===== src/hdl/lin_div_pkg.sv =====
// Constants, types and helpers shared by the divider update logic.
package lin_div_pkg;
   localparam int unsigned DIV_W      = 16;
   localparam int unsigned SYNC_CNT_W = 19;
   localparam int unsigned ADDR_W     = 5;
   localparam int unsigned ST_W       = 5;
   localparam logic [2:0]  LAST_EDGE_IDX = 3'h4;
   localparam logic [7:0]  SYNC_BYTE     = 8'h55;
   // Tolerances as ratios: 14 % is 14/100, 3.75 % is 15/400.
   localparam logic [31:0] HDR_DEV_NUM   = 32'h0000000E;
   localparam logic [31:0] HDR_DEV_DEN   = 32'h00000064;
   localparam logic [31:0] CHAR_DEV_NUM  = 32'h0000000F;
   localparam logic [31:0] CHAR_DEV_DEN  = 32'h00000190;
   // Register byte offsets.
   localparam logic [ADDR_W-1:0] OFS_DIV_A  = 5'h00;
   localparam logic [ADDR_W-1:0] OFS_DIV_B  = 5'h04;
   localparam logic [ADDR_W-1:0] OFS_CTRL   = 5'h08;
   localparam logic [ADDR_W-1:0] OFS_STATUS = 5'h0C;
   localparam logic [ADDR_W-1:0] OFS_MASK   = 5'h10;
   localparam logic [ADDR_W-1:0] OFS_ACTIVE = 5'h14;
   localparam logic [ADDR_W-1:0] OFS_RXDATA = 5'h18;
   // Field positions.
   localparam int unsigned CTRL_ASE_BIT = 0;
   localparam int unsigned CTRL_UPD_BIT = 1;
   localparam int unsigned ST_HDR_BIT   = 0;
   localparam int unsigned ST_HERR_BIT  = 1;
   localparam int unsigned ST_RECEIVE_NOT_EMPTY_FLAG_BIT  = 2;
   localparam int unsigned ST_MEAS_BIT  = 3;
   localparam int unsigned ST_DRIFT_BIT = 4;
   // Reset values.
   localparam logic [DIV_W-1:0] DIV_RST  = 16'h0000;
   localparam logic [1:0]       CTRL_RST = 2'h0;
   localparam logic [ST_W-1:0]  ST_RST   = 5'h00;
   localparam logic [7:0]       RXD_RST  = 8'h00;
   localparam logic [1:0] RESP_OKAY   = 2'h0;
   localparam logic [1:0] RESP_DECERR = 2'h3;

   typedef enum logic [1:0] {HDR_IDLE, HDR_MEASURE, HDR_WAIT_SYNC} hdr_state_t;

   // True when |meas - ref| exceeds num/den of ref.
   function automatic logic deviation_exceeds(input logic [DIV_W-1:0] meas,
                                              input logic [DIV_W-1:0] ref_div,
                                              input logic [31:0]      num,
                                              input logic [31:0]      den);
      logic [31:0] diff;
      diff = (meas > ref_div) ? {16'h0000, meas - ref_div} : {16'h0000, ref_div - meas};
      return (diff * den) > ({16'h0000, ref_div} * num);
   endfunction

   // Middle byte of a divider, as seen in register A.
   function automatic logic [7:0] div_word_a(input logic [DIV_W-1:0] d);
      return d[11:4];
   endfunction

   // Top nibble and low nibble of a divider, as seen in register B.
   function automatic logic [7:0] div_word_b(input logic [DIV_W-1:0] d);
      return {d[15:12], d[3:0]};
   endfunction
endpackage


===== src/hdl/sync_period_meter.sv =====
// Measures the span of five falling receive edges after a break.
`timescale 1ns/100ps
`default_nettype none
module sync_period_meter
(
   // Clock and reset
   input  wire logic                                 aclk,
   input  wire logic                                 aresetn,
   // Control and line
   input  wire logic                                 start,
   input  wire logic                                 rx_in,
   // Result
   output logic                                      done,
   output logic [lin_div_pkg::SYNC_CNT_W-1:0]        period
);
   logic                                  rx_prev_reg;
   logic                                  busy_reg;
   logic [2:0]                            edge_cnt_reg;
   logic [lin_div_pkg::SYNC_CNT_W-1:0]    sync_period_counter_reg;
   logic                                  falling;

   assign falling = rx_prev_reg & ~rx_in;

   always_ff @(posedge aclk)
   begin
      if (!aresetn)
         rx_prev_reg <= 1'b1;
      else
         rx_prev_reg <= rx_in;
   end

   // Counts clocks from the first to the fifth falling edge.
   always_ff @(posedge aclk)
   begin
      if (!aresetn)
      begin
         busy_reg                <= 1'b0;
         edge_cnt_reg            <= 3'h0;
         sync_period_counter_reg <= 19'h00000;
         done                    <= 1'b0;
         period                  <= 19'h00000;
      end
      else
      begin
         done <= 1'b0;
         if (start)
         begin
            busy_reg                <= 1'b1;
            edge_cnt_reg            <= 3'h0;
            sync_period_counter_reg <= 19'h00000;
         end
         else if (busy_reg)
         begin
            if (edge_cnt_reg != 3'h0 && sync_period_counter_reg != 19'h7FFFF)
               sync_period_counter_reg <= sync_period_counter_reg + 19'h00001;
            if (falling)
            begin
               edge_cnt_reg <= edge_cnt_reg + 3'h1;
               if (edge_cnt_reg == lin_div_pkg::LAST_EDGE_IDX)
               begin
                  busy_reg <= 1'b0;
                  done     <= 1'b1;
                  period   <= sync_period_counter_reg;
               end
            end
         end
      end
   end
endmodule // sync_period_meter
`default_nettype wire


===== src/hdl/baud_rate_gen.sv =====
// Produces one bit-time tick every active divider clocks.
`timescale 1ns/100ps
`default_nettype none
module baud_rate_gen
(
   // Clock and reset
   input  wire logic                            aclk,
   input  wire logic                            aresetn,
   // Divider and tick
   input  wire logic [lin_div_pkg::DIV_W-1:0]   divider,
   output logic                                 tick
);
   logic [lin_div_pkg::DIV_W-1:0] count_reg;

   // A zero divider holds the generator still.
   always_ff @(posedge aclk)
   begin
      if (!aresetn)
      begin
         count_reg <= 16'h0000;
         tick      <= 1'b0;
      end
      else if (divider == 16'h0000)
      begin
         count_reg <= 16'h0000;
         tick      <= 1'b0;
      end
      else if (count_reg >= divider - 16'h0001)
      begin
         count_reg <= 16'h0000;
         tick      <= 1'b1;
      end
      else
      begin
         count_reg <= count_reg + 16'h0001;
         tick      <= 1'b0;
      end
   end
endmodule // baud_rate_gen
`default_nettype wire


===== src/hdl/lin_baud_divider_update.sv =====
// Divider holding, update and header checking with an AXI4-Lite register slave.
`timescale 1ns/100ps
`default_nettype none
// Functional notes
// - Nominal divider captures software writes.
// - Measured divider holds each sync measurement.
// - Active divider drives generator, loaded nominal/measured.
// - Auto resync copies measured into active.
// - Update mode 1: nominal loads on receive.
// - Update mode 0: nominal loads on register A.
// - Simultaneous loads: nominal value wins.
// - Total character clock deviation below 3.75 percent; larger drift up to 14 percent only sets the drift status bit, above 14 percent it sets header error.
// - Count clocks over five falling edges.
// - Measured divider readable through divider registers.
// - Bad header: error flag, no detect flag.
// - Header error on bad sync or deviation.
module lin_baud_divider_update
(
   // Clock and reset
   input  wire logic                                 aclk,
   input  wire logic                                 aresetn,
   // AXI4-Lite write address and data
   input  wire logic [lin_div_pkg::ADDR_W-1:0]       awaddr,
   input  wire logic                                 awvalid,
   output logic                                      awready,
   input  wire logic [31:0]                          wdata,
   input  wire logic [3:0]                           wstrb,
   input  wire logic                                 wvalid,
   output logic                                      wready,
   // AXI4-Lite write response
   output logic [1:0]                                bresp,
   output logic                                      bvalid,
   input  wire logic                                 bready,
   // AXI4-Lite read
   input  wire logic [lin_div_pkg::ADDR_W-1:0]       araddr,
   input  wire logic                                 arvalid,
   output logic                                      arready,
   output logic [31:0]                               rdata,
   output logic [1:0]                                rresp,
   output logic                                      rvalid,
   input  wire logic                                 rready,
   // Receiver side
   input  wire logic                                 rx_in,
   input  wire logic                                 break_detected,
   input  wire logic                                 rx_char_valid,
   input  wire logic [7:0]                           rx_char,
   // Outputs
   output logic [lin_div_pkg::DIV_W-1:0]             active_rate_divider,
   output logic                                      baud_tick,
   output logic                                      irq
);
   logic [lin_div_pkg::DIV_W-1:0]        nominal_rate_divider_reg;
   logic [lin_div_pkg::DIV_W-1:0]        nominal_rate_divider_next;
   logic [lin_div_pkg::DIV_W-1:0]        measured_rate_divider_reg;
   logic [lin_div_pkg::DIV_W-1:0]        meas_value;
   logic [1:0]                           ctrl_reg;
   logic [lin_div_pkg::ST_W-1:0]         status_reg;
   logic [lin_div_pkg::ST_W-1:0]         status_set;
   logic [lin_div_pkg::ST_W-1:0]         status_clr;
   logic [lin_div_pkg::ST_W-1:0]         mask_reg;
   logic [7:0]                           rx_data_reg;
   logic                                 show_meas_reg;
   lin_div_pkg::hdr_state_t              hdr_state_reg;
   logic                                 wr_fire;
   logic                                 rd_fire;
   logic                                 wr_a;
   logic                                 wr_b;
   logic                                 wr_ok;
   logic                                 rd_ok;
   logic [31:0]                          rd_word;
   logic                                 auto_resync_enable;
   logic                                 divider_update_mode;
   logic                                 meas_done;
   logic [lin_div_pkg::SYNC_CNT_W-1:0]   meas_period;
   logic                                 dev_err;
   logic                                 meas_ok;
   logic                                 nom_load;
   logic                                 meas_load;

   assign auto_resync_enable  = ctrl_reg[lin_div_pkg::CTRL_ASE_BIT];
   assign divider_update_mode = ctrl_reg[lin_div_pkg::CTRL_UPD_BIT];

   // Write channel: address and data are taken together, one write at a time.
   assign wr_fire = awvalid & wvalid & ~bvalid;
   assign awready = wr_fire;
   assign wready  = wr_fire;
   assign wr_a    = wr_fire & wstrb[0] & (awaddr == lin_div_pkg::OFS_DIV_A);
   assign wr_b    = wr_fire & wstrb[0] & (awaddr == lin_div_pkg::OFS_DIV_B);

   always_comb
   begin
      unique case (awaddr)
         lin_div_pkg::OFS_DIV_A,
         lin_div_pkg::OFS_DIV_B,
         lin_div_pkg::OFS_CTRL,
         lin_div_pkg::OFS_STATUS,
         lin_div_pkg::OFS_MASK,
         lin_div_pkg::OFS_ACTIVE,
         lin_div_pkg::OFS_RXDATA: wr_ok = 1'b1;
         default:                 wr_ok = 1'b0;
      endcase
   end

   always_ff @(posedge aclk)
   begin
      if (!aresetn)
      begin
         bvalid <= 1'b0;
         bresp  <= lin_div_pkg::RESP_OKAY;
      end
      else if (wr_fire)
      begin
         bvalid <= 1'b1;
         bresp  <= wr_ok ? lin_div_pkg::RESP_OKAY : lin_div_pkg::RESP_DECERR;
      end
      else if (bready)
         bvalid <= 1'b0;
   end
   // Read channel: one read at a time, data registered.
   assign rd_fire = arvalid & ~rvalid;
   assign arready = rd_fire;

   always_comb
   begin
      rd_ok   = 1'b1;
      rd_word = 32'h00000000;
      unique case (araddr)
         lin_div_pkg::OFS_DIV_A:
            rd_word[7:0] = show_meas_reg ? lin_div_pkg::div_word_a(measured_rate_divider_reg)
                                         : lin_div_pkg::div_word_a(nominal_rate_divider_reg);
         lin_div_pkg::OFS_DIV_B:
            rd_word[7:0] = show_meas_reg ? lin_div_pkg::div_word_b(measured_rate_divider_reg)
                                         : lin_div_pkg::div_word_b(nominal_rate_divider_reg);
         lin_div_pkg::OFS_CTRL:   rd_word[1:0] = ctrl_reg;
         lin_div_pkg::OFS_STATUS: rd_word[lin_div_pkg::ST_W-1:0] = status_reg;
         lin_div_pkg::OFS_MASK:   rd_word[lin_div_pkg::ST_W-1:0] = mask_reg;
         lin_div_pkg::OFS_ACTIVE: rd_word[15:0] = active_rate_divider;
         lin_div_pkg::OFS_RXDATA: rd_word[7:0] = rx_data_reg;
         default:                 rd_ok = 1'b0;
      endcase
   end

   always_ff @(posedge aclk)
   begin
      if (!aresetn)
      begin
         rvalid <= 1'b0;
         rdata  <= 32'h00000000;
         rresp  <= lin_div_pkg::RESP_OKAY;
      end
      else if (rd_fire)
      begin
         rvalid <= 1'b1;
         rdata  <= rd_word;
         rresp  <= rd_ok ? lin_div_pkg::RESP_OKAY : lin_div_pkg::RESP_DECERR;
      end
      else if (rready)
         rvalid <= 1'b0;
   end
   // Software registers: control, mask, and the nominal divider halves.
   always_comb
   begin
      nominal_rate_divider_next = nominal_rate_divider_reg;
      if (wr_a)
         nominal_rate_divider_next[11:4] = wdata[7:0];
      if (wr_b)
      begin
         nominal_rate_divider_next[15:12] = wdata[7:4];
         nominal_rate_divider_next[3:0]   = wdata[3:0];
      end
   end

   always_ff @(posedge aclk)
   begin
      if (!aresetn)
         nominal_rate_divider_reg <= lin_div_pkg::DIV_RST;
      else
         nominal_rate_divider_reg <= nominal_rate_divider_next;
   end

   always_ff @(posedge aclk)
   begin
      if (!aresetn)
      begin
         ctrl_reg <= lin_div_pkg::CTRL_RST;
         mask_reg <= lin_div_pkg::ST_RST;
      end
      else if (wr_fire && wstrb[0])
      begin
         if (awaddr == lin_div_pkg::OFS_CTRL)
            ctrl_reg <= wdata[1:0];
         if (awaddr == lin_div_pkg::OFS_MASK)
            mask_reg <= wdata[lin_div_pkg::ST_W-1:0];
      end
   end

   // Sync field measurement.
   sync_period_meter u_meter
   (
      .aclk    (aclk),
      .aresetn (aresetn),
      .start   (break_detected),
      .rx_in   (rx_in),
      .done    (meas_done),
      .period  (meas_period)
   );

   // Eight bit times lie between the first and fifth falling edge.
   assign meas_value = meas_period[18:3];
   assign dev_err    = lin_div_pkg::deviation_exceeds(meas_value, active_rate_divider,
                          lin_div_pkg::HDR_DEV_NUM, lin_div_pkg::HDR_DEV_DEN);
   assign meas_ok    = meas_done & ~dev_err & (hdr_state_reg == lin_div_pkg::HDR_MEASURE);

   always_ff @(posedge aclk)
   begin
      if (!aresetn)
         measured_rate_divider_reg <= lin_div_pkg::DIV_RST;
      else if (meas_done)
         measured_rate_divider_reg <= meas_value;
   end

   // Register reads show the measured divider until software writes either half.
   always_ff @(posedge aclk)
   begin
      if (!aresetn)
         show_meas_reg <= 1'b0;
      else if (wr_a || wr_b)
         show_meas_reg <= 1'b0;
      else if (meas_ok)
         show_meas_reg <= 1'b1;
   end

   // Active divider update with nominal priority.
   assign nom_load  = divider_update_mode ? rx_char_valid : wr_a;
   assign meas_load = meas_ok & auto_resync_enable;

   always_ff @(posedge aclk)
   begin
      if (!aresetn)
         active_rate_divider <= lin_div_pkg::DIV_RST;
      else if (nom_load)
         active_rate_divider <= nominal_rate_divider_next;
      else if (meas_load)
         active_rate_divider <= meas_value;
   end

   baud_rate_gen u_baud
   (
      .aclk    (aclk),
      .aresetn (aresetn),
      .divider (active_rate_divider),
      .tick    (baud_tick)
   );

   // Header checking.
   always_ff @(posedge aclk)
   begin
      if (!aresetn)
         hdr_state_reg <= lin_div_pkg::HDR_IDLE;
      else if (break_detected)
         hdr_state_reg <= lin_div_pkg::HDR_MEASURE;
      else
      begin
         unique case (hdr_state_reg)
            lin_div_pkg::HDR_IDLE:
               hdr_state_reg <= lin_div_pkg::HDR_IDLE;
            lin_div_pkg::HDR_MEASURE:
               if (meas_done)
                  hdr_state_reg <= dev_err ? lin_div_pkg::HDR_IDLE
                                           : lin_div_pkg::HDR_WAIT_SYNC;
            lin_div_pkg::HDR_WAIT_SYNC:
               if (rx_char_valid)
                  hdr_state_reg <= lin_div_pkg::HDR_IDLE;
            default:
               hdr_state_reg <= lin_div_pkg::HDR_IDLE;
         endcase
      end
   end

   always_ff @(posedge aclk)
   begin
      if (!aresetn)
         rx_data_reg <= lin_div_pkg::RXD_RST;
      else if (rx_char_valid)
         rx_data_reg <= rx_char;
   end

   // Sticky status: hardware set wins over a write-one clear.
   always_comb
   begin
      status_set = '0;
      status_set[lin_div_pkg::ST_RECEIVE_NOT_EMPTY_FLAG_BIT] = rx_char_valid;
      status_set[lin_div_pkg::ST_MEAS_BIT] = meas_ok;
      status_set[lin_div_pkg::ST_HDR_BIT]  = (hdr_state_reg == lin_div_pkg::HDR_WAIT_SYNC)
                                             & ~break_detected & rx_char_valid
                                             & (rx_char == lin_div_pkg::SYNC_BYTE);
      status_set[lin_div_pkg::ST_HERR_BIT] = (meas_done & dev_err
                                              & (hdr_state_reg == lin_div_pkg::HDR_MEASURE))
                                             | ((hdr_state_reg == lin_div_pkg::HDR_WAIT_SYNC)
                                                & ~break_detected & rx_char_valid
                                                & (rx_char != lin_div_pkg::SYNC_BYTE));
      status_set[lin_div_pkg::ST_DRIFT_BIT] = meas_ok & lin_div_pkg::deviation_exceeds(meas_value,
                                              active_rate_divider, lin_div_pkg::CHAR_DEV_NUM,
                                              lin_div_pkg::CHAR_DEV_DEN);
      status_clr = '0;
      if (wr_fire && wstrb[0] && awaddr == lin_div_pkg::OFS_STATUS)
         status_clr = wdata[lin_div_pkg::ST_W-1:0];
   end

   always_ff @(posedge aclk)
   begin
      if (!aresetn)
         status_reg <= lin_div_pkg::ST_RST;
      else
         status_reg <= (status_reg & ~status_clr) | status_set;
   end

   assign irq = |(status_reg & mask_reg);
endmodule // lin_baud_divider_update
`default_nettype wire


===== config.mk =====
export PLATFORM = sky130hd
export DESIGN_NAME = lin_baud_divider_update
export DESIGN_NICKNAME = d
export VERILOG_FILES = /design/src/hdl/lin_div_pkg.sv /design/src/hdl/sync_period_meter.sv /design/src/hdl/baud_rate_gen.sv /design/src/hdl/lin_baud_divider_update.sv
export SDC_FILE = /design/constraint.sdc
export NUM_CORES = 1
export LEC_CHECK = 0
export BUFFER_PORTS_ARGS = -buffer_cell sky130_fd_sc_hd__buf_2
export CAP_MARGIN = 20
export CORE_MARGIN = 5
export CORE_UTILIZATION = 45
export CTS_CLUSTER_SIZE = 28
export DETAILED_ROUTE_END_ITERATION = 6
export GPL_TIMING_DRIVEN = 0
export PLACE_DENSITY = 0.65
export SYNTH_ARGS = -nofsm -noshare
export SYNTH_HDL_FRONTEND = slang
export SYNTH_HIERARCHICAL = 1
export SYNTH_SLANG_ARGS = --single-unit
export TNS_END_PERCENT = 30

===== constraint.sdc =====
create_clock -name aclk -period 9.85 [get_ports aclk]
set_input_delay 0.4925 -clock aclk [delete_from_list [all_inputs] [get_ports aclk]]
set_output_delay 0.4925 -clock aclk [all_outputs]
set_load 0.01 [all_outputs]

==> flow_summary.ini <==
[outcome]
status = complete, no violations

[power_and_ir_drop]
combPwrFrac_pct = 5.1
internal_power_mw = 0.9923
switchingPower_mw = 0.3344
pwr-share-clk_pct = 48.9
leakage_nw = 6.943
fin_total_pwr_mw = 1.327
powerDensity_nw_per_um2 = 88.50
irDropWorstVdd_mv = 0.1120
p_seq_share_pct = 46.0
swShare_pct = 25.21

[clock_network]
cts_tree = done
cts_max_path_buffers = 2
htreeDepth = 4
cts_root_buf = clkbuf_16
clk_latency_ps = 430
postCtsHoldBufs = 0
cts_sinks = 149
cts_buffers = 17
clk_pin_slew_ps = 70

[cells_and_area]
finish.utilization_pct = 50.72
area_growth_syn_to_layout_pct = 11.33
largest_reg_flops = 19
diodes = 0
final_common_cell = ha_1
multi_input_area_um2 = 9677
nets = 1988
final_cells = 2109
num-fill-cells = 2800
final_area_um2 = 14990
most-common-layout-cells = 174 x ha_1, 160 x nand2_1, 148 x dfxtp_1, 119 x inv_1, 117 x nor2_1
seq_area_um2 = 2984
drive_above_1_share_pct = 10.70

[logic_synthesis]
yosysWarnings = 6
postSynthAreaPerCell_um2 = 8.454
syn_inst = 1593
synth_area_um2 = 13470

[sta]
final_hold_viol_count = 0
period_needed_ps = 8980
hold_ws_ps = 268.8
skew_ps = 15.04
fin_ws_ps = 869.9
max-slew-margin-rel_pct = 32.36
fmax_mhz = 111.4
fin_crit_sh_pct = 91.17
slew_violations = 0
tns_ps = 0
worstMarginPinSlew_ps = 1005
setup_violations = 0
rsz0062_at_grt = no

[run]
cap_violations = 0

[global_route]
grt_pass1_wl_mm = 58.40
grt_pass1_vias = 11350
grtUsageTotal_pct = 21.23
grt.overflow.total = 0
grt_max_degree = 17
antenna_found_initial = 0

[worst_setup_path]
cp.arrival_ps = 9310
worstPathMaxFanout = 12
path_class = flip-flop to flip-flop
critPathSlowestCell = dfxtp_1
critical_path.most_common_cell = ha_1
crit_required_ps = 10180
endpoint_kind = flip-flop
start_kind = flip-flop
cp_slowest_stage_delay_ps = 970

[drt]
drc = 0
wl_per_cell_um = 17.07
antenna_left = 0
drt_pass1_iterations = 5
viasPerCell = 5.602
routed_wl_mm = 36.01
drt-initial-drc-count = 760
vias = 11820

[placed_design]
place_area_um2 = 14400
place_worst_setup_slack_ps = 755.4
dp_cells = 2076
numPortBuffers = 78
dpl.hpwl_mm = 28.35
routabilityCongestion = 0.8917

[hold_path]
hold_path.class = input port to flip-flop

[floorplanning]
coreArea_um2 = 29560
design.die.area_um2 = 33490
ioPinCount = 123
fp.dieH_um = 183.0
start_util_pct = 45.56
row_count = 63
die_w_um = 183.0
## critical path: cells and delay by family (launching register included)
family / cells / cell delay [ps]
buffers and inverters: 5 / 630
muxes: 1 / 150
xor gates and xnor gates: 2 / 370
DFF: 1 / 970
AOI/OAI and AO/OA: 7 / 1900
and+or+nand+nor: 13 / 2730
adders and majority gates: 6 / 2080
## metal layers
metal | global-route usage (%) | wire (um) | vias up
met4 | 5.036 | 663 | 0
met5 | 0 | 0 | -
li1 | - | - | 5845
met3 | 3.947 | 2060 | 53
met2 | 35.18 | 16850 | 329
met1 | 28.83 | 16430 | 5588
## layout make-up
class                   instances  share of cell area [%]
multi-input cells            1259                   64.55
clock buffers                  17                   2.838
flip-flops and latches        149                   19.90
repair buffers                 79                   2.637
well taps                     390                   3.255
inverters                     120                   3.005
clock inverters                15                   1.060
plain buffers                  80                   2.754
## power groups by stage
stage / registers [mW] / logic [mW] / clock network, mW
floorplan: 0.625 / 0.0392 / 0
global placement: 0.624 / 0.0658 / 0
detailed placement: 0.625 / 0.0665 / 0
CTS: 0.611 / 0.0668 / 0.659
global route: 0.611 / 0.0740 / 0.686
finish: 0.611 / 0.0676 / 0.648
## repair_timing
item                                    4_1_cts  5_1_grt
gates resized for setup                       0        1
setup buffers                                 0        0
endpoints found under the setup margin        0        1
## worst paths after layout
check	from	endpoint	slack (ps)	cells after the start
min reg2reg	rdata[15]	rdata[15]	450	2
max	active_rate_divider[11]	hdr_state_reg[1]	870	34
min	rx_in	u_meter/rx_prev_reg	270	2
max reg2reg	active_rate_divider[11]	hdr_state_reg[1]	870	34
(Power assumes the default switching activity.)
